**src/common/txll_pkg.sv**
```systemverilog
// package: constants for the ds-1 transmit line and data-link pin block
package txll_pkg;

  // ---------------------------------------------------------------
  // clocking
  // ---------------------------------------------------------------
  localparam int unsigned REF_CLK_HZ         = 100_000_000;
  localparam int unsigned LINK_CLK_HIGH_NS   = 320;
  localparam int unsigned LINK_CLK_HIGH_CYC  = (LINK_CLK_HIGH_NS * (REF_CLK_HZ / 1_000_000)) / 1000;
  localparam int unsigned LINE_IN_DIVIDE     = 8;
  localparam int unsigned PERIOD_W           = 10;
  localparam int unsigned AVG_FRAC_W         = 4;
  localparam int unsigned AVG_SHIFT          = 4;
  localparam logic [PERIOD_W-1:0] PERIOD_MAX = 10'h3FF;
  localparam logic [PERIOD_W-1:0] PERIOD_RST = 10'h041;

  // ---------------------------------------------------------------
  // register offsets (byte addresses)
  // ---------------------------------------------------------------
  localparam logic [7:0] OFS_CTRL   = 8'h00;
  localparam logic [7:0] OFS_STATUS = 8'h04;
  localparam logic [7:0] OFS_MASK   = 8'h08;
  localparam logic [7:0] OFS_STATE  = 8'h0C;

  // ---------------------------------------------------------------
  // control fields
  // ---------------------------------------------------------------
  localparam int unsigned CTRL_W        = 9;
  localparam int unsigned CB_HDLC_EN    = 0;
  localparam int unsigned CB_FRAC_EN    = 1;
  localparam int unsigned CB_SF_FMT     = 2;
  localparam int unsigned CB_DUAL_RAIL  = 3;
  localparam int unsigned CB_NRZ        = 4;
  localparam int unsigned CB_FALL_EDGE  = 5;
  localparam int unsigned CB_SRC_LO     = 6;
  localparam int unsigned CB_JIT_ATTEN  = 8;
  localparam logic [CTRL_W-1:0] CTRL_RST = 9'h008;

  // ---------------------------------------------------------------
  // status, mask and state fields
  // ---------------------------------------------------------------
  localparam int unsigned STAT_W      = 2;
  localparam int unsigned SB_TX_REQ   = 0;
  localparam int unsigned SB_UNDERRUN = 1;
  localparam logic [STAT_W-1:0] STAT_RST = 2'h0;
  localparam logic [STAT_W-1:0] MASK_RST = 2'h0;
  localparam int unsigned STB_BUF_EMPTY = 0;
  localparam int unsigned STB_LINE_CLK  = 1;
  localparam int unsigned STB_LINK_EN   = 2;

  // line clock source choice
  typedef enum logic [1:0] {
    TXLL_SRC_LINE_IN   = 2'h0,
    TXLL_SRC_RECOVERED = 2'h1,
    TXLL_SRC_BACKPLANE = 2'h2
  } txll_src_e;

endpackage

```
**src/common/txll_clk_if.sv**
```systemverilog
// interface: line clock generator controls and edge events
`timescale 1ns/100ps
interface txll_clk_if;
  logic [1:0] srcSel;
  logic       jitterAtten;
  logic       riseEv;
  logic       fallEv;
  logic       clkLevel;

  modport gen (
    input  srcSel,
    input  jitterAtten,
    output riseEv,
    output fallEv,
    output clkLevel
  );

  modport user (
    output srcSel,
    output jitterAtten,
    input  riseEv,
    input  fallEv,
    input  clkLevel
  );
endinterface // txll_clk_if

```
**src/rtl/txll_line_tx.sv**
```systemverilog
// module: one ds-1 line's transmit pins, data-link clocking and apb registers
//
// Notes on behaviour
// data-link clock runs only with hdlc engine off or fractional insertion on.
// link data sampled at each data-link clock rising edge; source presents it.
// superframe format without fractional insertion keeps data-link clock low.
// hdlc engine on: underrun rises if buffer empties with request unserviced.
// a line clock output at the ds-1 rate is provided per line.
// line clock source: line input, recovered or backplane clock, attenuated or not.
// pulse and single-rail outputs update on configured edge of line clock.
// dual-rail mode drives positive pulse output, return-to-zero or not.
// single-rail mode drives serial data on pin shared with positive pulse.
// dual-rail mode drives negative pulse output, formatted like positive one.
// data-link interrupt rises when last byte is loaded and more is needed.
// external source supplies data-link, framing, r-bit or fractional data.
// one instance per line, configured alone, nothing shared between instances.
`timescale 1ns/100ps
module txll_line_tx (
  input  wire logic        ref_clk,
  input  wire logic        reset,
  // apb slave
  input  wire logic        psel,
  input  wire logic        penable,
  input  wire logic        pwrite,
  input  wire logic [7:0]  paddr,
  input  wire logic [31:0] pwdata,
  output logic      [31:0] prdata,
  output logic             pready,
  output logic             pslverr,
  output logic             irq,
  // clock pins from outside
  input  wire logic        line_clk_in,
  input  wire logic        recovered_rx_clk,
  input  wire logic        backplane_tx_clk,
  // data-link pins
  input  wire logic        tx_link_data_in,
  output logic             tx_link_clk_out,
  output logic             tx_link_underrun,
  output logic             tx_link_irq,
  // hdlc engine and framer side, same clock
  input  wire logic        hdlcLastByteSetup,
  input  wire logic        hdlcBufEmpty,
  input  wire logic        linkSlot,
  input  wire logic        framerPos,
  input  wire logic        framerNeg,
  input  wire logic        framerSerial,
  output logic             linkBit,
  output logic             linkBitValid,
  output logic             lineBitReq,
  // line pins
  output logic             line_clk_out,
  output logic             pos_pulse_out,
  output logic             neg_pulse_out,
  output logic             single_rail_out
);

  // ---------------------------------------------------------------
  // line clock generation
  // ---------------------------------------------------------------
  // each instance owns its generator and registers; nothing is shared
  txll_clk_if clkIf ();

  txll_clk_gen uClkGen (
    .ref_clk          (ref_clk),
    .reset            (reset),
    .line_clk_in      (line_clk_in),
    .recovered_rx_clk (recovered_rx_clk),
    .backplane_tx_clk (backplane_tx_clk),
    .clkIf            (clkIf.gen)
  );

  // ---------------------------------------------------------------
  // registers and apb slave
  // ---------------------------------------------------------------
  logic [txll_pkg::CTRL_W-1:0] ctrl_reg, ctrl_next;
  logic [txll_pkg::STAT_W-1:0] stat_reg, stat_next, mask_reg, mask_next, statSet;
  logic [31:0]                 prdata_reg, prdata_next;
  logic                        pready_reg, pready_next, pslverr_reg, pslverr_next;
  logic                        irq_reg, irq_next;
  logic                        setupPh, wrTake, mapped;
  logic                        hdlcEn, fracEn, linkClkEn, bufEmptySeen;

  assign hdlcEn = ctrl_reg[txll_pkg::CB_HDLC_EN];
  assign fracEn = ctrl_reg[txll_pkg::CB_FRAC_EN];
  // data-link clock allowed with engine off or fractional on, never sf without fractional
  assign linkClkEn = (!hdlcEn || fracEn) && !(ctrl_reg[txll_pkg::CB_SF_FMT] && !fracEn);

  assign clkIf.srcSel      = ctrl_reg[txll_pkg::CB_SRC_LO +: 2];
  assign clkIf.jitterAtten = ctrl_reg[txll_pkg::CB_JIT_ATTEN];

  function automatic logic isMapped(input logic [7:0] a);
    isMapped = (a == txll_pkg::OFS_CTRL) || (a == txll_pkg::OFS_STATUS) ||
               (a == txll_pkg::OFS_MASK) || (a == txll_pkg::OFS_STATE);
  endfunction

  always_comb begin
    setupPh = psel && !penable;
    mapped  = isMapped(paddr);
    // the answer is prepared in setup so the access phase always completes at once
    wrTake  = psel && penable && pwrite && pready_reg;
    pready_next  = setupPh;
    pslverr_next = setupPh && !mapped;
    prdata_next  = prdata_reg;
    if (setupPh) begin
      prdata_next = 32'h0000_0000;
      unique case (paddr)
        txll_pkg::OFS_CTRL:   prdata_next[txll_pkg::CTRL_W-1:0] = ctrl_reg;
        txll_pkg::OFS_STATUS: prdata_next[txll_pkg::STAT_W-1:0] = stat_reg;
        txll_pkg::OFS_MASK:   prdata_next[txll_pkg::STAT_W-1:0] = mask_reg;
        txll_pkg::OFS_STATE: begin
          prdata_next[txll_pkg::STB_BUF_EMPTY] = hdlcBufEmpty;
          prdata_next[txll_pkg::STB_LINE_CLK]  = clkIf.clkLevel;
          prdata_next[txll_pkg::STB_LINK_EN]   = linkClkEn;
        end
        default: prdata_next = 32'h0000_0000;
      endcase
    end
    ctrl_next = ctrl_reg;
    mask_next = mask_reg;
    if (wrTake && paddr == txll_pkg::OFS_CTRL) begin
      ctrl_next = pwdata[txll_pkg::CTRL_W-1:0];
    end
    if (wrTake && paddr == txll_pkg::OFS_MASK) begin
      mask_next = pwdata[txll_pkg::STAT_W-1:0];
    end
    // interrupt events: request on last byte loaded, underrun on empty with request pending
    bufEmptySeen = hdlcEn && hdlcBufEmpty && stat_reg[txll_pkg::SB_TX_REQ];
    statSet = '0;
    statSet[txll_pkg::SB_TX_REQ]   = hdlcEn && hdlcLastByteSetup;
    statSet[txll_pkg::SB_UNDERRUN] = bufEmptySeen;
    stat_next = stat_reg;
    if (wrTake && paddr == txll_pkg::OFS_STATUS) begin
      stat_next = stat_reg & ~pwdata[txll_pkg::STAT_W-1:0];
    end
    // a set in the clearing cycle wins
    stat_next = stat_next | statSet;
    irq_next  = |(stat_next & mask_next);
  end

  always_ff @(posedge ref_clk) begin
    if (reset) begin
      ctrl_reg    <= txll_pkg::CTRL_RST;
      stat_reg    <= txll_pkg::STAT_RST;
      mask_reg    <= txll_pkg::MASK_RST;
      prdata_reg  <= 32'h0000_0000;
      pready_reg  <= 1'b0;
      pslverr_reg <= 1'b0;
      irq_reg     <= 1'b0;
    end else begin
      ctrl_reg    <= ctrl_next;
      stat_reg    <= stat_next;
      mask_reg    <= mask_next;
      prdata_reg  <= prdata_next;
      pready_reg  <= pready_next;
      pslverr_reg <= pslverr_next;
      irq_reg     <= irq_next;
    end
  end

  // ---------------------------------------------------------------
  // data-link pins
  // ---------------------------------------------------------------
  localparam int unsigned HW = $clog2(txll_pkg::LINK_CLK_HIGH_CYC + 1);
  logic          dSyncA_reg, dSyncB_reg;
  logic          dlClk_reg, dlClk_next, dlBit_reg, dlBit_next, dlVal_reg, dlVal_next;
  logic          udr_reg, udr_next, tlIrq_reg, tlIrq_next;
  logic [HW-1:0] dlCnt_reg, dlCnt_next;

  always_comb begin
    dlClk_next = dlClk_reg;
    dlCnt_next = dlCnt_reg;
    dlBit_next = dlBit_reg;
    dlVal_next = 1'b0;
    if (!linkClkEn) begin
      // output held low whenever the pin is not in use
      dlClk_next = 1'b0;
      dlCnt_next = '0;
    end else if (linkSlot && !dlClk_reg) begin
      // data sampled at the very edge we raise; source set it up after the fall
      dlClk_next = 1'b1;
      dlCnt_next = HW'(txll_pkg::LINK_CLK_HIGH_CYC - 1);
      dlBit_next = dSyncB_reg;
      dlVal_next = 1'b1;
    end else if (dlClk_reg) begin
      if (dlCnt_reg == '0) begin
        dlClk_next = 1'b0;
      end else begin
        dlCnt_next = dlCnt_reg - HW'(1);
      end
    end
    // pin outputs only meaningful while the hdlc engine is enabled
    udr_next   = hdlcEn && stat_next[txll_pkg::SB_UNDERRUN];
    tlIrq_next = hdlcEn && stat_next[txll_pkg::SB_TX_REQ];
  end

  always_ff @(posedge ref_clk) begin
    if (reset) begin
      dSyncA_reg <= 1'b1;
      dSyncB_reg <= 1'b1;
      dlClk_reg  <= 1'b0;
      dlCnt_reg  <= '0;
      dlBit_reg  <= 1'b0;
      dlVal_reg  <= 1'b0;
      udr_reg    <= 1'b0;
      tlIrq_reg  <= 1'b0;
    end else begin
      dSyncA_reg <= tx_link_data_in;
      dSyncB_reg <= dSyncA_reg;
      dlClk_reg  <= dlClk_next;
      dlCnt_reg  <= dlCnt_next;
      dlBit_reg  <= dlBit_next;
      dlVal_reg  <= dlVal_next;
      udr_reg    <= udr_next;
      tlIrq_reg  <= tlIrq_next;
    end
  end

  // ---------------------------------------------------------------
  // line data pins
  // ---------------------------------------------------------------
  logic pos_reg, pos_next, neg_reg, neg_next, ser_reg, ser_next, req_reg, req_next;
  logic updEdge, otherEdge, dualRail, rzMode;

  always_comb begin
    dualRail  = ctrl_reg[txll_pkg::CB_DUAL_RAIL];
    rzMode    = !ctrl_reg[txll_pkg::CB_NRZ];
    updEdge   = ctrl_reg[txll_pkg::CB_FALL_EDGE] ? clkIf.fallEv : clkIf.riseEv;
    otherEdge = ctrl_reg[txll_pkg::CB_FALL_EDGE] ? clkIf.riseEv : clkIf.fallEv;
    pos_next  = pos_reg;
    neg_next  = neg_reg;
    ser_next  = ser_reg;
    req_next  = updEdge;
    if (updEdge) begin
      if (dualRail) begin
        pos_next = framerPos;
        neg_next = framerNeg;
        ser_next = 1'b0;
      end else begin
        // shared pin carries the serial stream; negative rail idles low
        pos_next = framerSerial;
        neg_next = 1'b0;
        ser_next = framerSerial;
      end
    end else if (otherEdge && dualRail && rzMode) begin
      // return-to-zero: pulses last half a bit
      pos_next = 1'b0;
      neg_next = 1'b0;
      ser_next = 1'b0;
    end
  end

  always_ff @(posedge ref_clk) begin
    if (reset) begin
      pos_reg <= 1'b0;
      neg_reg <= 1'b0;
      ser_reg <= 1'b0;
      req_reg <= 1'b0;
    end else begin
      pos_reg <= pos_next;
      neg_reg <= neg_next;
      ser_reg <= ser_next;
      req_reg <= req_next;
    end
  end

  // ---------------------------------------------------------------
  // outputs
  // ---------------------------------------------------------------
  assign prdata           = prdata_reg;
  assign pready           = pready_reg;
  assign pslverr          = pslverr_reg;
  assign irq              = irq_reg;
  assign tx_link_clk_out  = dlClk_reg;
  assign tx_link_underrun = udr_reg;
  assign tx_link_irq      = tlIrq_reg;
  assign linkBit          = dlBit_reg;
  assign linkBitValid     = dlVal_reg;
  assign lineBitReq       = req_reg;
  assign line_clk_out     = clkIf.clkLevel;
  assign pos_pulse_out    = pos_reg;
  assign neg_pulse_out    = neg_reg;
  assign single_rail_out  = ser_reg;

endmodule // txll_line_tx

```
**src/rtl/txll_clk_gen.sv**
```systemverilog
// module: transmit line clock generation from a chosen source clock
`timescale 1ns/100ps
module txll_clk_gen (
  input  wire logic ref_clk,
  input  wire logic reset,
  input  wire logic line_clk_in,
  input  wire logic recovered_rx_clk,
  input  wire logic backplane_tx_clk,
  txll_clk_if.gen   clkIf
);

  // ---------------------------------------------------------------
  // source synchronisers and edge detect
  // ---------------------------------------------------------------
  logic [2:0] syncA_reg, syncB_reg, syncC_reg;
  logic [2:0] syncA_next, syncB_next, syncC_next;
  logic [2:0] divCnt_reg, divCnt_next;
  logic [2:0] srcRise;
  logic       srcTick;

  always_comb begin
    syncA_next = {backplane_tx_clk, recovered_rx_clk, line_clk_in};
    syncB_next = syncA_reg;
    syncC_next = syncB_reg;
    srcRise    = syncB_reg & ~syncC_reg;
    divCnt_next = divCnt_reg;
    if (srcRise[0]) begin
      divCnt_next = divCnt_reg + 3'h1;
    end
    unique case (clkIf.srcSel)
      txll_pkg::TXLL_SRC_RECOVERED: srcTick = srcRise[1];
      txll_pkg::TXLL_SRC_BACKPLANE: srcTick = srcRise[2];
      // line input runs at eight times the line rate
      default:                      srcTick = srcRise[0] && (divCnt_reg == 3'(txll_pkg::LINE_IN_DIVIDE - 1));
    endcase
  end

  always_ff @(posedge ref_clk) begin
    if (reset) begin
      syncA_reg  <= 3'h0;
      syncB_reg  <= 3'h0;
      syncC_reg  <= 3'h0;
      divCnt_reg <= 3'h0;
    end else begin
      syncA_reg  <= syncA_next;
      syncB_reg  <= syncB_next;
      syncC_reg  <= syncC_next;
      divCnt_reg <= divCnt_next;
    end
  end

  // ---------------------------------------------------------------
  // period measurement, smoothing and output clock
  // ---------------------------------------------------------------
  localparam int unsigned AW = txll_pkg::PERIOD_W + txll_pkg::AVG_FRAC_W;
  logic [txll_pkg::PERIOD_W-1:0] measCnt_reg, measCnt_next, meas_reg, meas_next;
  logic [txll_pkg::PERIOD_W-1:0] outCnt_reg, outCnt_next, avgInt, halfPer;
  logic [AW-1:0]                 avg_reg, avg_next;
  logic                          rise_reg, rise_next, fall_reg, fall_next, lvl_reg, lvl_next, riseNow;

  always_comb begin
    measCnt_next = (measCnt_reg == txll_pkg::PERIOD_MAX) ? measCnt_reg : measCnt_reg + 10'h001;
    meas_next    = meas_reg;
    avg_next     = avg_reg;
    if (srcTick) begin
      measCnt_next = 10'h001;
      meas_next    = measCnt_reg;
      // slow first-order filter: source jitter is spread over many periods
      avg_next = AW'(avg_reg + AW'($signed({1'b0, measCnt_reg, {txll_pkg::AVG_FRAC_W{1'b0}}} -
                 {1'b0, avg_reg}) >>> txll_pkg::AVG_SHIFT));
    end
    avgInt  = avg_reg[AW-1:txll_pkg::AVG_FRAC_W];
    riseNow = clkIf.jitterAtten ? (outCnt_reg + 10'h001 >= avgInt) : srcTick;
    halfPer = (clkIf.jitterAtten ? avgInt : meas_reg) >> 1;
    outCnt_next = riseNow ? 10'h000 : outCnt_reg + 10'h001;
    // events only where the level really moves, so a source switch cannot double an edge
    rise_next   = riseNow && !lvl_reg;
    fall_next   = !riseNow && lvl_reg && (outCnt_reg == halfPer);
    lvl_next    = riseNow ? 1'b1 : (fall_next ? 1'b0 : lvl_reg);
  end

  always_ff @(posedge ref_clk) begin
    if (reset) begin
      measCnt_reg <= 10'h000;
      meas_reg    <= txll_pkg::PERIOD_RST;
      avg_reg     <= {txll_pkg::PERIOD_RST, {txll_pkg::AVG_FRAC_W{1'b0}}};
      outCnt_reg  <= 10'h000;
      rise_reg    <= 1'b0;
      fall_reg    <= 1'b0;
      lvl_reg     <= 1'b0;
    end else begin
      measCnt_reg <= measCnt_next;
      meas_reg    <= meas_next;
      avg_reg     <= avg_next;
      outCnt_reg  <= outCnt_next;
      rise_reg    <= rise_next;
      fall_reg    <= fall_next;
      lvl_reg     <= lvl_next;
    end
  end

  assign clkIf.riseEv   = rise_reg;
  assign clkIf.fallEv   = fall_reg;
  assign clkIf.clkLevel = lvl_reg;

endmodule // txll_clk_gen

```
**config.mk**
```make
export PLATFORM = sky130hd
export DESIGN_NAME = txll_line_tx
export DESIGN_NICKNAME = d
export VERILOG_FILES = /design/src/common/txll_pkg.sv /design/src/common/txll_clk_if.sv /design/src/rtl/txll_line_tx.sv /design/src/rtl/txll_clk_gen.sv
export SDC_FILE = /design/constraint.sdc
export NUM_CORES = 1
export LEC_CHECK = 0
export BUFFER_PORTS_ARGS = -buffer_cell sky130_fd_sc_hd__buf_2
export CAP_MARGIN = 20
export CORE_UTILIZATION = 61
export DETAILED_ROUTE_END_ITERATION = 10
export GPL_ROUTABILITY_DRIVEN = 0
export GPL_TIMING_DRIVEN = 0
export HOLD_SLACK_MARGIN = 0.02
export PLACE_DENSITY = 0.9
export SYNTH_ARGS = -nofsm -noshare
export SYNTH_HDL_FRONTEND = slang
export SYNTH_HIERARCHICAL = 1
export SYNTH_SLANG_ARGS = --single-unit
```
**constraint.sdc**
```tcl
create_clock -name ref_clk -period 7.7 [get_ports ref_clk]
set_clock_uncertainty 0.2 [all_clocks]
set_input_delay 0.385 -clock ref_clk [delete_from_list [all_inputs] [get_ports ref_clk]]
set_output_delay 0.385 -clock ref_clk [all_outputs]
set_load 0.005 [all_outputs]
```
Word-level counts from Yosys, hierarchy flattened
Index checks and enable logic that the tools add are counted.
W data, S select, Z words.
{"block": "totals", "regBits": 101, "inputBits": 55, "output_inout_bits": 45, "elab_cells": 133}
{"block": "classes", "add_sub_neg": 6, "n_lt_le_gt_ge": 1, "eq_ne": 10, "n_mux": 28, "n_bitwise": 8, "n_reduce_logical": 48}
{"op": "$logic_and A1 B1 Y1", "count": 22}
{"op": "$add A10 B1 Y10 const B", "count": 2}
{"op": "$mux W1", "count": 18}
{"op": "$eq A8 B4 Y1 const B", "count": 2}
{"op": "$mux W5", "count": 3}
{"op": "$sub A14 B14 Y15", "count": 1}
{"op": "$add A14 B14 Y14", "count": 1}
{"op": "$eq A10 B10 Y1 const B", "count": 1}
{"op": "$eq A10 B9 Y1", "count": 1}
{"op": "$ge A10 B10 Y1", "count": 1}
{"op": "$mux W10", "count": 1}
{"op": "$logic_not A1 Y1", "count": 9}
{"op": "$eq A8 B3 Y1 const B", "count": 1}
{"op": "$logic_not A8 Y1", "count": 1}
{"op": "$pmux W2 S4", "count": 1}
{"op": "$reduce_or A2 Y1", "count": 4}
{"op": "$logic_not A6 Y1", "count": 1}
{"op": "$mux W6", "count": 1}
{"op": "$reduce_and A2 Y1", "count": 3}
{"op": "$reduce_bool A2 Y1", "count": 3}
{"op": "$sub A6 B1 Y6 const B", "count": 1}
{"op": "$and A2 B2 Y2", "count": 2}
{"op": "$logic_or A1 B1 Y1", "count": 4}
{"op": "$mux W2", "count": 2}
{"op": "other kinds (13)", "count": 15}

Logic depth before layout (Yosys ltp)
Gate-level depths: netlist (run 1).
{"block": "logic_depth", "word_depth": 10, "mapped_depth": 16, "mapped_depth_nobuf": 16}

Modules after synthesis
Netlist (run 1), hierarchy kept.
{"mod": "txll_clk_gen", "n_inst": 1, "cells_each": 427, "area_each_um2": 3669.8, "seq_area_each_um2": 1161.1}
{"mod": "txll_line_tx", "n_inst": 1, "cells_each": 200, "area_each_um2": 1874.3, "seq_area_each_um2": 840.8}

Least setup slack after synthesis (run 1)
OpenSTA, ideal clock, no wires.
{"block": "synth_timing", "path_kind": "register -> register", "from": "register uClkGen.avg_reg[6]", "to": "register uClkGen.avg_reg[13]", "setup_time_ns": 0.128, "arrival_ns": 3.161, "required_time_ns": 7.372, "setup_slack_ns": 4.210, "path_stages_with_launch": 17, "n_path_buf": 0, "synth_period_minus_slack_ns": 3.490, "cell_sequence": "dfxtp_1 inv_1 ha_1 and3_4 a221o_2 nand2_1 nand2_1 a21oi_1 xnor2_1 ha_1 a21oi_1 nand2_1 a31oi_2 o21ai_1 a311oi_2 mux2i_1 nand4_1"}
{"block": "synth_via", "elab_chain_cells": 2}
{"item": "start, declared", "line_no": "txll_clk_gen.sv:58", "rtl": "logic [AW-1:0] avg_reg, avg_next;"}
{"item": "start signal, assigned", "line_no": "txll_clk_gen.sv:86", "rtl": "avg_reg <= {txll_pkg::PERIOD_RST, {txll_pkg::AVG_FRAC_W{1'b0}}};"}
{"item": "start signal, assigned", "line_no": "txll_clk_gen.sv:94", "rtl": "avg_reg <= avg_next;"}
{"item": "$sub A14 B14 Y15", "line_no": "txll_clk_gen.sv:69", "rtl": "avg_next = AW'(avg_reg + AW'($signed({1'b0, measCnt_reg, {txll_pkg::AVG_FRAC_W{1'b0}}} -"}
{"item": "$add A14 B14 Y14 *", "line_no": "txll_clk_gen.sv:69"}
Mark *: on every way between the ends. The rest lies on a longest branch, timed or not.
A chain may end at the register's enable or synchronous reset.

Worst setup path after layout (run 1)
Ends and elaborated chain as after synthesis.

==> run metrics, run 1 <==
chip height between 90 and 100 µm; Layout Nets 815; vias in the first global route 4631; max-cap viol count 0; Flop pwr share ~54%; clk slew on worst S/H paths about 0.11 ns; clock latency on the worst-skew pair around 0.38 ns; DRT Wirelength 12.2 mm; number of port buffers 53; Core Util, Final a little under three quarters; final worst-path cycle share 52.6%; share of cells above drive strength 1 approximately 17%; Final setup violation count 0; crit path capture type register; largest area contributor in the netlist dfxtp_1; Num CTS Buffers 9; critical path class register to register; Setup Fix Bufs, Post-CTS 0; commonest register cell after synthesis dfxtp_1; synthesized area around 0.0055 mm²; H-tree Lvls 3; status finished, final reports clean; Worst Hold Class primary input to register; Total GRT Usage 26.5%; filler cell count between 600 and 700; Arr. time, crit path slightly above 4 ns; Fmax ~250 MHz; PwrDens ~160 mW/mm²; first drt pass iteration count 5; yosys warns 6; Vias 4751; Root Driver clkbuf_8; Largest register FFs 14; # rows 34; static leakage 0.00277 µW; Synth top area share 36.1%; EDFF count, synth 0; hold path startpoint pwdata[2]; global-route wire length before repair slightly above 20 mm; sw frac ~28%; Reg-to-Reg Start uClkGen/avg_reg[6]; initial core utilization a little over three fifths; design area 0.00625 mm²; most frequent cells in the layout dfxtp_1 (100), nand2_1 (66), buf_2 (57); DRT iter0 DRCs between 200 and 250; initial antenna violation count 0; Setup TNS 0 ns; DP HPWL roughly 9.4 mm; # DRC 0; Register Area between 0.002 and 0.0025 mm²; Sinks on Clock Net 100; Syn-to-layout area delta 12.7%; area of the multi-input gates 0.00327 mm²; commonest non-fill, non-tap cell in the layout dfxtp_1; top post-synthesis cells by area dfxtp_1 (36%), ha_1 (9.5%), mux2i_1 (4.7%); minimum clock period 4.05 ns; Die ar. between 0.009 and 0.01 mm²; Core Area ~0.0088 mm²; RSZ-0062 raised after global routing no; CTS tree built; vias per cell between 5 and 6; Psw between 200 and 300 µW; die width 97.3 µm; Synth cell types just over 70; GRT overflow 0; Syn Inst Count approximately 630; antenna cells 0; Slew Viols, Final 0; Critical Path Start uClkGen/avg_reg[6]; Fin. Hold Viols 0; Overall Power a little over 1000 µW; clock network fraction of design power between 30% and 40%; Worst Tran Pin Value a little under 0.8 ns; sequential-to-total area share from yosys stat between 30% and 40%; Post-synth ARST share 0%; Startpoint Class register; synthesized area per cell slightly below 9 µm²; ANT nets after route 0; pin count of the biggest net entering global routing 19; Comb power frac between 10 and 15%; Yosys reg bits 100; Slew Limit Headroom between 40% and 50%; worst hold margin 0.0628 ns; CP Max Fanout 5; Peak VDD IR around 0.00013 V; CTS max path bufs 2; number of I/O pins 100; placed cell area about 0.006 mm²; Internal around 720 µW; WL/cell approximately 15 µm; data required time of the critical path ~8 ns
worst paths after layout:
kind	to	slack [ns]	cells past startpoint
setup / recovery	uClkGen/avg_reg[13]	3.65	16
hold / removal	ctrl_reg[2]	0.06	3
setup reg to reg	uClkGen/avg_reg[13]	3.65	16
hold reg to reg	dSyncB_reg	0.23	1
final cells by class:
cell class / count / area share (%)
buffer: 43 / 4.16
clock buffer: 10 / 2.04
clock inverter: 6 / 0.881
inverter: 24 / 1.44
multi-input combinational: 482 / 52.4
sequential: 100 / 32.0
tap: 108 / 2.16
timing repair buffer: 57 / 4.88
worst max-delay path: stages, from the launching register on:
cell,delay (ns)
dfxtp_1,0.48
inv_1,0.13
ha_1,0.34
and3_4,0.18
a221o_2,0.41
nand2_1,0.07
nand2_1,0.07
a21oi_1,0.19
xnor2_1,0.20
ha_1,0.34
a21oi_1,0.14
nand2_1,0.10
a31oi_2,0.21
o21ai_1,0.14
a311oi_2,0.39
mux2i_1,0.27
nand4_1,0.11
power groups by stage:
| stage | Sequential (µW) | Clock [µW] | Combinational (µW) |
|---|---|---|---|
| global route | 542 | 348 | 163 |
| finish | 540 | 318 | 149 |
| CTS | 540 | 325 | 147 |
| floorplan | 549 | 0 | 111 |
| detailed placement | 552 | 0 | 145 |
| global placement | 551 | 0 | 138 |
Yosys cell counts (all sizes together) (4+ instances only):
cell      n
a211oi    5
a21o     10
a21oi    47
a22oi     7
a31oi     5
and2      4
and3      6
and4      5
buf      29
clkbuf   14
dfxtp   100
ha       42
inv      24
mux2i    26
nand2    66
nand2b    6
nand3    22
nand4     8
nor2     56
nor2b    27
nor3     17
o21a      4
o21ai     8
o22ai     4
or2       4
xnor2    19
xor2     23
logic make-up after synthesis:
group / Yosys count / share of synthesized area (%)
other: 1 / 0.0676
AOI/OAI and AO/OA: 111 / 13.7
and+or+nand+nor: 232 / 21.1
muxes: 31 / 6.18
adders and majority gates: 43 / 9.84
DFF: 100 / 36.1
xor gates and xnor gates: 42 / 6.64
buffers and inverters: 67 / 6.32
stage by stage:
step / worst slack [ns] / cells
2_1_floorplan: 4.21 / 649
6_report: 3.65 / 830
3_5_place_dp: 3.74 / 810
4_1_cts: 3.72 / 830
3_3_place_gp: 3.86 / 810
5_1_grt: 3.44 / 830
layer usage:
layer  vias up  part of all wire (%)  track usage [%]
li1       2321                     -                -
met1      2246                    41             31.1
met2       160                    50             47.1
met3        24                   6.3             4.89
met4         0                   2.4             11.4
met5         -                     0                0
timing repair:
action / in CTS / in global routing
hold endpoints to repair: 4 / 0
hold buffers: 4 / 0
gates resized for setup: 0 / 0
Note: power is estimated with default switching activity, not from simulation.
==> run 2, diff against run 1 <==
--- a/config.mk
+++ b/config.mk
@@ -5,14 +5,15 @@
 export SDC_FILE = /design/constraint.sdc
 export NUM_CORES = 1
 export LEC_CHECK = 0
+export ABC_AREA = 1
 export BUFFER_PORTS_ARGS = -buffer_cell sky130_fd_sc_hd__buf_2
 export CAP_MARGIN = 20
-export CORE_UTILIZATION = 61
+export CORE_UTILIZATION = 52
 export DETAILED_ROUTE_END_ITERATION = 10
 export GPL_ROUTABILITY_DRIVEN = 0
 export GPL_TIMING_DRIVEN = 0
 export HOLD_SLACK_MARGIN = 0.02
-export PLACE_DENSITY = 0.9
+export PLACE_DENSITY = 0.81
 export SYNTH_ARGS = -nofsm -noshare
 export SYNTH_HDL_FRONTEND = slang
 export SYNTH_HIERARCHICAL = 1
==> constraint.sdc (replaced) <==
create_clock -name ref_clk -period 3.4 [get_ports ref_clk]
set_clock_uncertainty 0.2 [all_clocks]
set_input_delay 0.17 -clock ref_clk [delete_from_list [all_inputs] [get_ports ref_clk]]
set_output_delay 0.17 -clock ref_clk [all_outputs]
set_load 0.005 [all_outputs]
==> run 2 against run 1 <==
Effect of this change:
- flip-flop and latch count unchanged
- routed wire length grew 15%
- clock-buffer cell count stayed put
- final cell count rose by 33%
- worst setup slack worse by 3.4 ns
- via count up 19%
- register-to-register slack got worse by 3.4 ns
- worst hold slack got worse by 0.030 ns
- first-iteration DRC count grew 50%
- design area grew 14%
- combinational power rose by 150%
==> run metrics, run 2 <==
status finished, final reports clean; CP Max Fanout 5; Worst Reg-to-Reg Cells 20; wire length on met2 6.78 mm; max-cap viol count 0; H-tree Lvls 3; Metal-1 WL approximately 6.2 mm; Startpoint Class register; Root Driver clkbuf_16; yosys warns 6; pin count of the biggest net entering global routing 18; r2r setup slk 0.24 ns; number of port buffers 53; fin cells about 1100; GRT overflow 0; synth cell count leaders nand2_1 (158), inv_1 (116), dfxtp_1 (100), nor2_1 (93), a21oi_1 (68); Layout Nets 1059; commonest register cell after synthesis dfxtp_1; Max Used Layer met4; Arr. time, crit path 3.25 ns; worst-path cell chain inv_1 -> ha_2 -> nand2_1 -> nor3_2 -> nand3_1 -> o2111ai_1 -> xnor2_1 -> inv_1 -> ha_1 -> nand2_1 -> inv_1 -> nand2_1 -> nand2_1 -> a21oi_1 -> nand2_1 -> nand2_2 -> nand3_1 -> nand2_1 -> inv_1 -> nor2_1; max incr delay on CP 0.43 ns; Reg-to-Reg Start uClkGen/avg_reg[6]; critical path class register to register; Syn-to-layout area delta 18.4%; Slew Limit Headroom between 50% and 60%; Core Area approximately 0.011 mm²; initial antenna violation count 0; Critical Path End uClkGen/avg_reg[13]; Fmax ~320 MHz; Post-synth ARST share 0%; EDFF count, synth 0; reg2reg end uClkGen/avg_reg[13]; Sinks on Clock Net 100; antenna cells 0; number of I/O pins 100; Vias 5647; commonest non-fill, non-tap cell in the layout nand2_1; Yosys reg bits 100; Final setup violation count 0; Synth cell types 47; initial core utilization a little over half; synthesized area per cell between 7 and 8 µm²; Syn Inst Count between 800 and 900; static leakage roughly 0.0035 µW; # DRC 0; data required time of the critical path around 3.5 ns; DRT iter0 DRCs roughly 330; Die ar. between 0.01 and 0.015 mm²; WL/cell around 13 µm; Worst path slowest cell ha_2; vias per cell between 5 and 6; Num CTS Buffers 9; clk slew on worst S/H paths 0.08 ns; hold path startpoint paddr[6]; PwrDens 370 mW/mm²; Total GRT Usage between 20 and 25%; Setup Fix Bufs, Post-CTS 0; Peak VDD IR 0.000355 V; sequential-to-total area share from yosys stat 33.2%; chip height around 110 µm; Core Util, Final 64.5%; global-route wire length before repair 23.3 mm; CTS tree built; # rows 38; vias in the first global route 5216; Slew Viols, Final 0; CP most frequent cell nand2_1; Fin. Hold Viols 0; top post-synthesis cells by area dfxtp_1 (33%), nand2_1 (9.8%), ha_1 (8.7%); crit path capture type register; first drt pass iteration count 5; minimum clock period between 3 and 4 ns; filler cell count 944; Synth top area share 33.2%; die width approximately 110 µm; ANT nets after route 0; routed wl met3 about 800 µm; Worst Tran Pin Value approximately 0.62 ns; final worst-path cycle share 92.9%; Placed Cells 1065; top-count cell post-synth nand2_1; Critical Path Start uClkGen/avg_reg[6]; DP HPWL slightly above 10 mm; DRT Wirelength 14.1 mm; share of cells above drive strength 1 ~17%; largest area contributor in the netlist dfxtp_1; Worst Hold Class primary input to register; most frequent cells in the layout nand2_1 (158), inv_1 (116), dfxtp_1 (100); synthesized area 0.00603 mm²; Largest register FFs 14; CTS max path bufs 2; clock latency on the worst-skew pair 0.35 ns
## run 2: cell count changes in the layout (fill, tap and decap cells not counted), sizes merged, moves of 27 or more
cell | previous run | this run
inv | 27 | 124
nand2 | 66 | 173
nand3 | 22 | 53
nor2b | 27 | 0
nor2 | 56 | 108
o21ai | 8 | 58
## run 2: worst min-delay path by stage
stage                           endpoint  slack (ns)  cells after the start
finish                           pslverr        0.03                      5
global route                     pslverr        0.05                      5
CTS                              pslverr        0.03                      5
detailed placement  uClkGen/syncA_reg[2]        0.18                      3
global placement    uClkGen/syncA_reg[0]        0.17                      3
floorplan                    mask_reg[1]        0.04                      1
## run 2: layer usage
| layer | GRT usage [%] | vias to the layer above |
|---|---|---|
| li1 | - | 2914 |
| met1 | 29.7 | 2540 |
| met2 | 43.2 | 166 |
| met3 | 4.68 | 27 |
| met4 | 9.62 | 0 |
| met5 | 0 | - |
## run 2: cells by family after synthesis
group,count (synthesis),share of synthesized area (%)
AOI/OAI and AO/OA,155,14.5
adders and majority gates,43,9.04
DFF,100,33.2
buffers and inverters,159,11.8
and+or+nand+nor,366,27.7
xor gates and xnor gates,26,3.77
other,1,0.0621
## run 2: worst max-delay path: cells and delay by family, from the launching register on
family                     cells  cell delay, ns
and+or+nand+nor               11            1.01
adders and majority gates      2            0.76
DFF                            1            0.36
AOI/OAI and AO/OA              2            0.32
buffers and inverters          4            0.30
xor gates and xnor gates       1            0.16
## run 2: what timing repair did
action / in CTS / in global routing
setup endpoints to repair: 0 / 5
hold endpoints to repair: 27 / 0
resized for setup: 0 / 7
hold buffers: 25 / 0
## run 2: area by class of cell
cell class	instances	area [µm²]	area share (%)
multi-input combinational	613	3440	48.1
sequential	100	2000	28.0
timing repair buffer	78	515	7.22
inverter	121	454	6.36
buffer	38	259	3.63
clock buffer	10	229	3.20
tap	140	175	2.45
clock inverter	6	71.3	0.998
## run 2: where the power goes
part	leakage (µW)	switching, µW	internal [µW]
clock network	0.000145	467	580
logic	0.00254	213	158
registers	0.000813	21.8	1200
total	0.00350	702	1940
## run 2: stage by stage
step	hold slack, ns	setup WS (ns)	area (µm²)	setup TNS [ns]	power, µW
2_1_floorplan	0.0384	0.637	6120	0	1500
6_report	0.0329	0.240	7140	0	2640
5_1_grt	0.0548	-0.00183	7140	-0.00183	2770
3_5_place_dp	0.179	0.264	6560	0	1590
3_3_place_gp	0.170	0.272	6560	0	1580
4_1_cts	0.0280	0.227	7110	0	2650
==> run 3, diff against run 2 <==
--- a/config.mk
+++ b/config.mk
@@ -8,13 +8,14 @@
 export ABC_AREA = 1
 export BUFFER_PORTS_ARGS = -buffer_cell sky130_fd_sc_hd__buf_2
 export CAP_MARGIN = 20
-export CORE_UTILIZATION = 52
+export CORE_UTILIZATION = 45
 export DETAILED_ROUTE_END_ITERATION = 10
 export GPL_ROUTABILITY_DRIVEN = 0
 export GPL_TIMING_DRIVEN = 0
 export HOLD_SLACK_MARGIN = 0.02
-export PLACE_DENSITY = 0.81
+export PLACE_DENSITY = 0.73
 export SYNTH_ARGS = -nofsm -noshare
 export SYNTH_HDL_FRONTEND = slang
 export SYNTH_HIERARCHICAL = 1
 export SYNTH_SLANG_ARGS = --single-unit
+export TNS_END_PERCENT = 20
==> run 3 against run 2 <==
Effect of this change:
- die area rose by 15%
- sequential share of layout area barely moved
- fmax rose by 0.23%
- highest routed layer unchanged
- design area barely moved
- via count fell by 1.6%
- largest cell class unchanged
- first-iteration DRC count rose by 38%
- non-clock buffer count fell by 3
- worst hold slack got worse by 0.014 ns
- routed wire length fell by 0.73%
- flip-flop and latch count did not move
- clock-buffer cell count did not move
- critical path depth did not move
==> run metrics, run 3 (same netlist as run 2, synthesis figures left out) <==
initial antenna violation count 0; sw frac 26.5%; Worst Reg-to-Reg Cells 20; Psw between 700 and 800 µW; PwrDens about 370 mW/mm²; Total GRT Usage between 20% and 30%; Worst Tran Pin Value about 0.61 ns; Setup TNS 0 ns; reg2reg end uClkGen/avg_reg[13]; clock latency on the worst-skew pair 0.35 ns; design area about 0.0071 mm²; final worst-path cycle share between 90 and 100%; Final setup violation count 0; antenna cells 0; Worst path slowest cell ha_2; minimum clock period between 3 and 4 ns; WL/cell 12.3 µm; share of cells above drive strength 1 17.0%; r2r setup slk around 0.25 ns; Overall Power between 2000 and 3000 µW; first drt pass iteration count 6; Setup Fix Bufs, Post-CTS 0; DP HPWL about 10 mm; Largest register FFs 14; DRT Wirelength ~14 mm; Critical Path End uClkGen/avg_reg[13]; Peak VDD IR roughly 0.00027 V; number of I/O pins 100; CTS tree built; CP Buf/Inv Count 4; CP Max Fanout 5; status finished, final reports clean; filler cell count between 1000 and 1500; Worst Hold Class primary input to register; Layout Nets between 1000 and 1500; Register Area approximately 0.0020 mm²; Root Driver clkbuf_16; critical path class register to register; Reg-to-Reg Start uClkGen/avg_reg[6]; CP delay by family, top simple AND/OR/NAND/NOR gates; GRT overflow 0; ANT nets after route 0; H-tree Lvls 3; Die ar. about 0.014 mm²; Vias around 5600; Core Area around 0.013 mm²; die width roughly 120 µm; Critical Path Start uClkGen/avg_reg[6]; initial core utilization between 40% and 50%; most frequent cells in the layout nand2_1 (158), inv_1 (115), dfxtp_1 (99); vias in the first global route between 4000 and 5000; static leakage roughly 0.0035 µW; chip height 118 µm; CTS max path bufs 2; # DRC 0; Num CTS Buffers 9; placed cell area about 0.0066 mm²; Startpoint Class register; Comb power frac about 14%; number of port buffers 53; area of the multi-input gates between 0.003 and 0.004 mm²; max-cap viol count 0; clock network fraction of design power about 40%; Arr. time, crit path roughly 3.2 ns; vias per cell slightly below 5; Slew Viols, Final 0; data required time of the critical path approximately 3.4 ns; max incr delay on CP between 0.4 and 0.5 ns; commonest non-fill, non-tap cell in the layout nand2_1; Internal 1960 µW; CP most frequent cell nand2_1; crit path capture type register; RSZ-0062 raised after global routing no; Sinks on Clock Net 100; global-route wire length before repair roughly 23 mm; # rows a little over 40; Slew Limit Headroom ~60%; pin count of the biggest net entering global routing 18; Fin. Hold Viols 0; Syn-to-layout area delta 18.4%; worst-path cell chain inv_1 -> ha_2 -> nand2_1 -> nor3_2 -> nand3_1 -> o2111ai_1 -> xnor2_1 -> inv_1 -> ha_1 -> nand2_1 -> inv_1 -> nand2_1 -> nor3_1 -> nand2_1 -> nand2_1 -> nand2_2 -> nand3_1 -> nand2_1 -> inv_1 -> nor2_1; Flop pwr share around 46%; DRT iter0 DRCs roughly 460; clk slew on worst S/H paths approximately 0.080 ns; Critical Path Stages 20; Fmax 317 MHz
## run 3: final cells by class
type / count / share of cell area [%]
Clock buffer: 10 / 3.34
Multi-Input combinational cell: 613 / 47.8
Clock inverter: 6 / 0.998
Tap cell: 172 / 3.01
Sequential cell: 100 / 28.0
Inverter: 121 / 6.36
Timing Repair Buffer: 75 / 6.79
Buffer: 38 / 3.62
## run 3: power groups by stage
stage / Clock (µW) / Sequential (µW) / Combinational [µW]
after floorplan: 0 / 1250 / 256
after global placement: 0 / 1250 / 337
after detailed placement: 0 / 1250 / 340
after CTS: 1090 / 1220 / 362
after global routing: 1140 / 1230 / 416
final: 1070 / 1220 / 368
## run 3: how the worst min path moves through the flow
stage | end | slack, ns | cells after the start | startpoint
after global routing | pslverr | 0.04 | 5 | paddr[4]
after detailed placement | dSyncA_reg | 0.17 | 2 | tx_link_data_in
after floorplan | mask_reg[1] | 0.04 | 1 | reset
after global placement | uClkGen/syncA_reg[0] | 0.17 | 3 | line_clk_in
after CTS | pslverr | 0.02 | 5 | paddr[4]
final | pslverr | 0.02 | 5 | paddr[4]
## run 3: timing repair
item,4_1_cts,5_1_grt
setup endpoints to repair,0,3
hold buffers,22,0
gates resized for setup,0,7
hold endpoints to repair,25,0
## run 3: layer usage
layer | global-route usage (%) | part of all wire (%) | wire length [µm] | vias to the layer above
met5 | 0 | 0 | 0 | -
met4 | 7.37 | 2.1 | 295 | 0
met3 | 3.39 | 5.6 | 782 | 26
met2 | 33.7 | 46 | 6440 | 169
met1 | 27.0 | 46 | 6440 | 2455
li1 | - | - | - | 2909
## run 3: worst reg2reg max path, delay by kind of cell, from the launching register on
kind            cells  cell delay [ns]
buf+inv             4             0.32
compound gates      1             0.15
flops               1             0.37
simple gates       12             1.05
xor+xnor            1             0.17
fa+ha+maj           2             0.78
## run 3: stage by stage
step                      util, %  std cells  setup WS, ns  hold slack, ns
after floorplan                 -        872         0.637          0.0384
after global placement       51.4       1097         0.255           0.172
after detailed placement     51.4       1097         0.248           0.172
after CTS                    55.6       1135         0.219          0.0210
after global routing         55.7       1135        0.0172          0.0364
final                        55.7       1135         0.248          0.0194
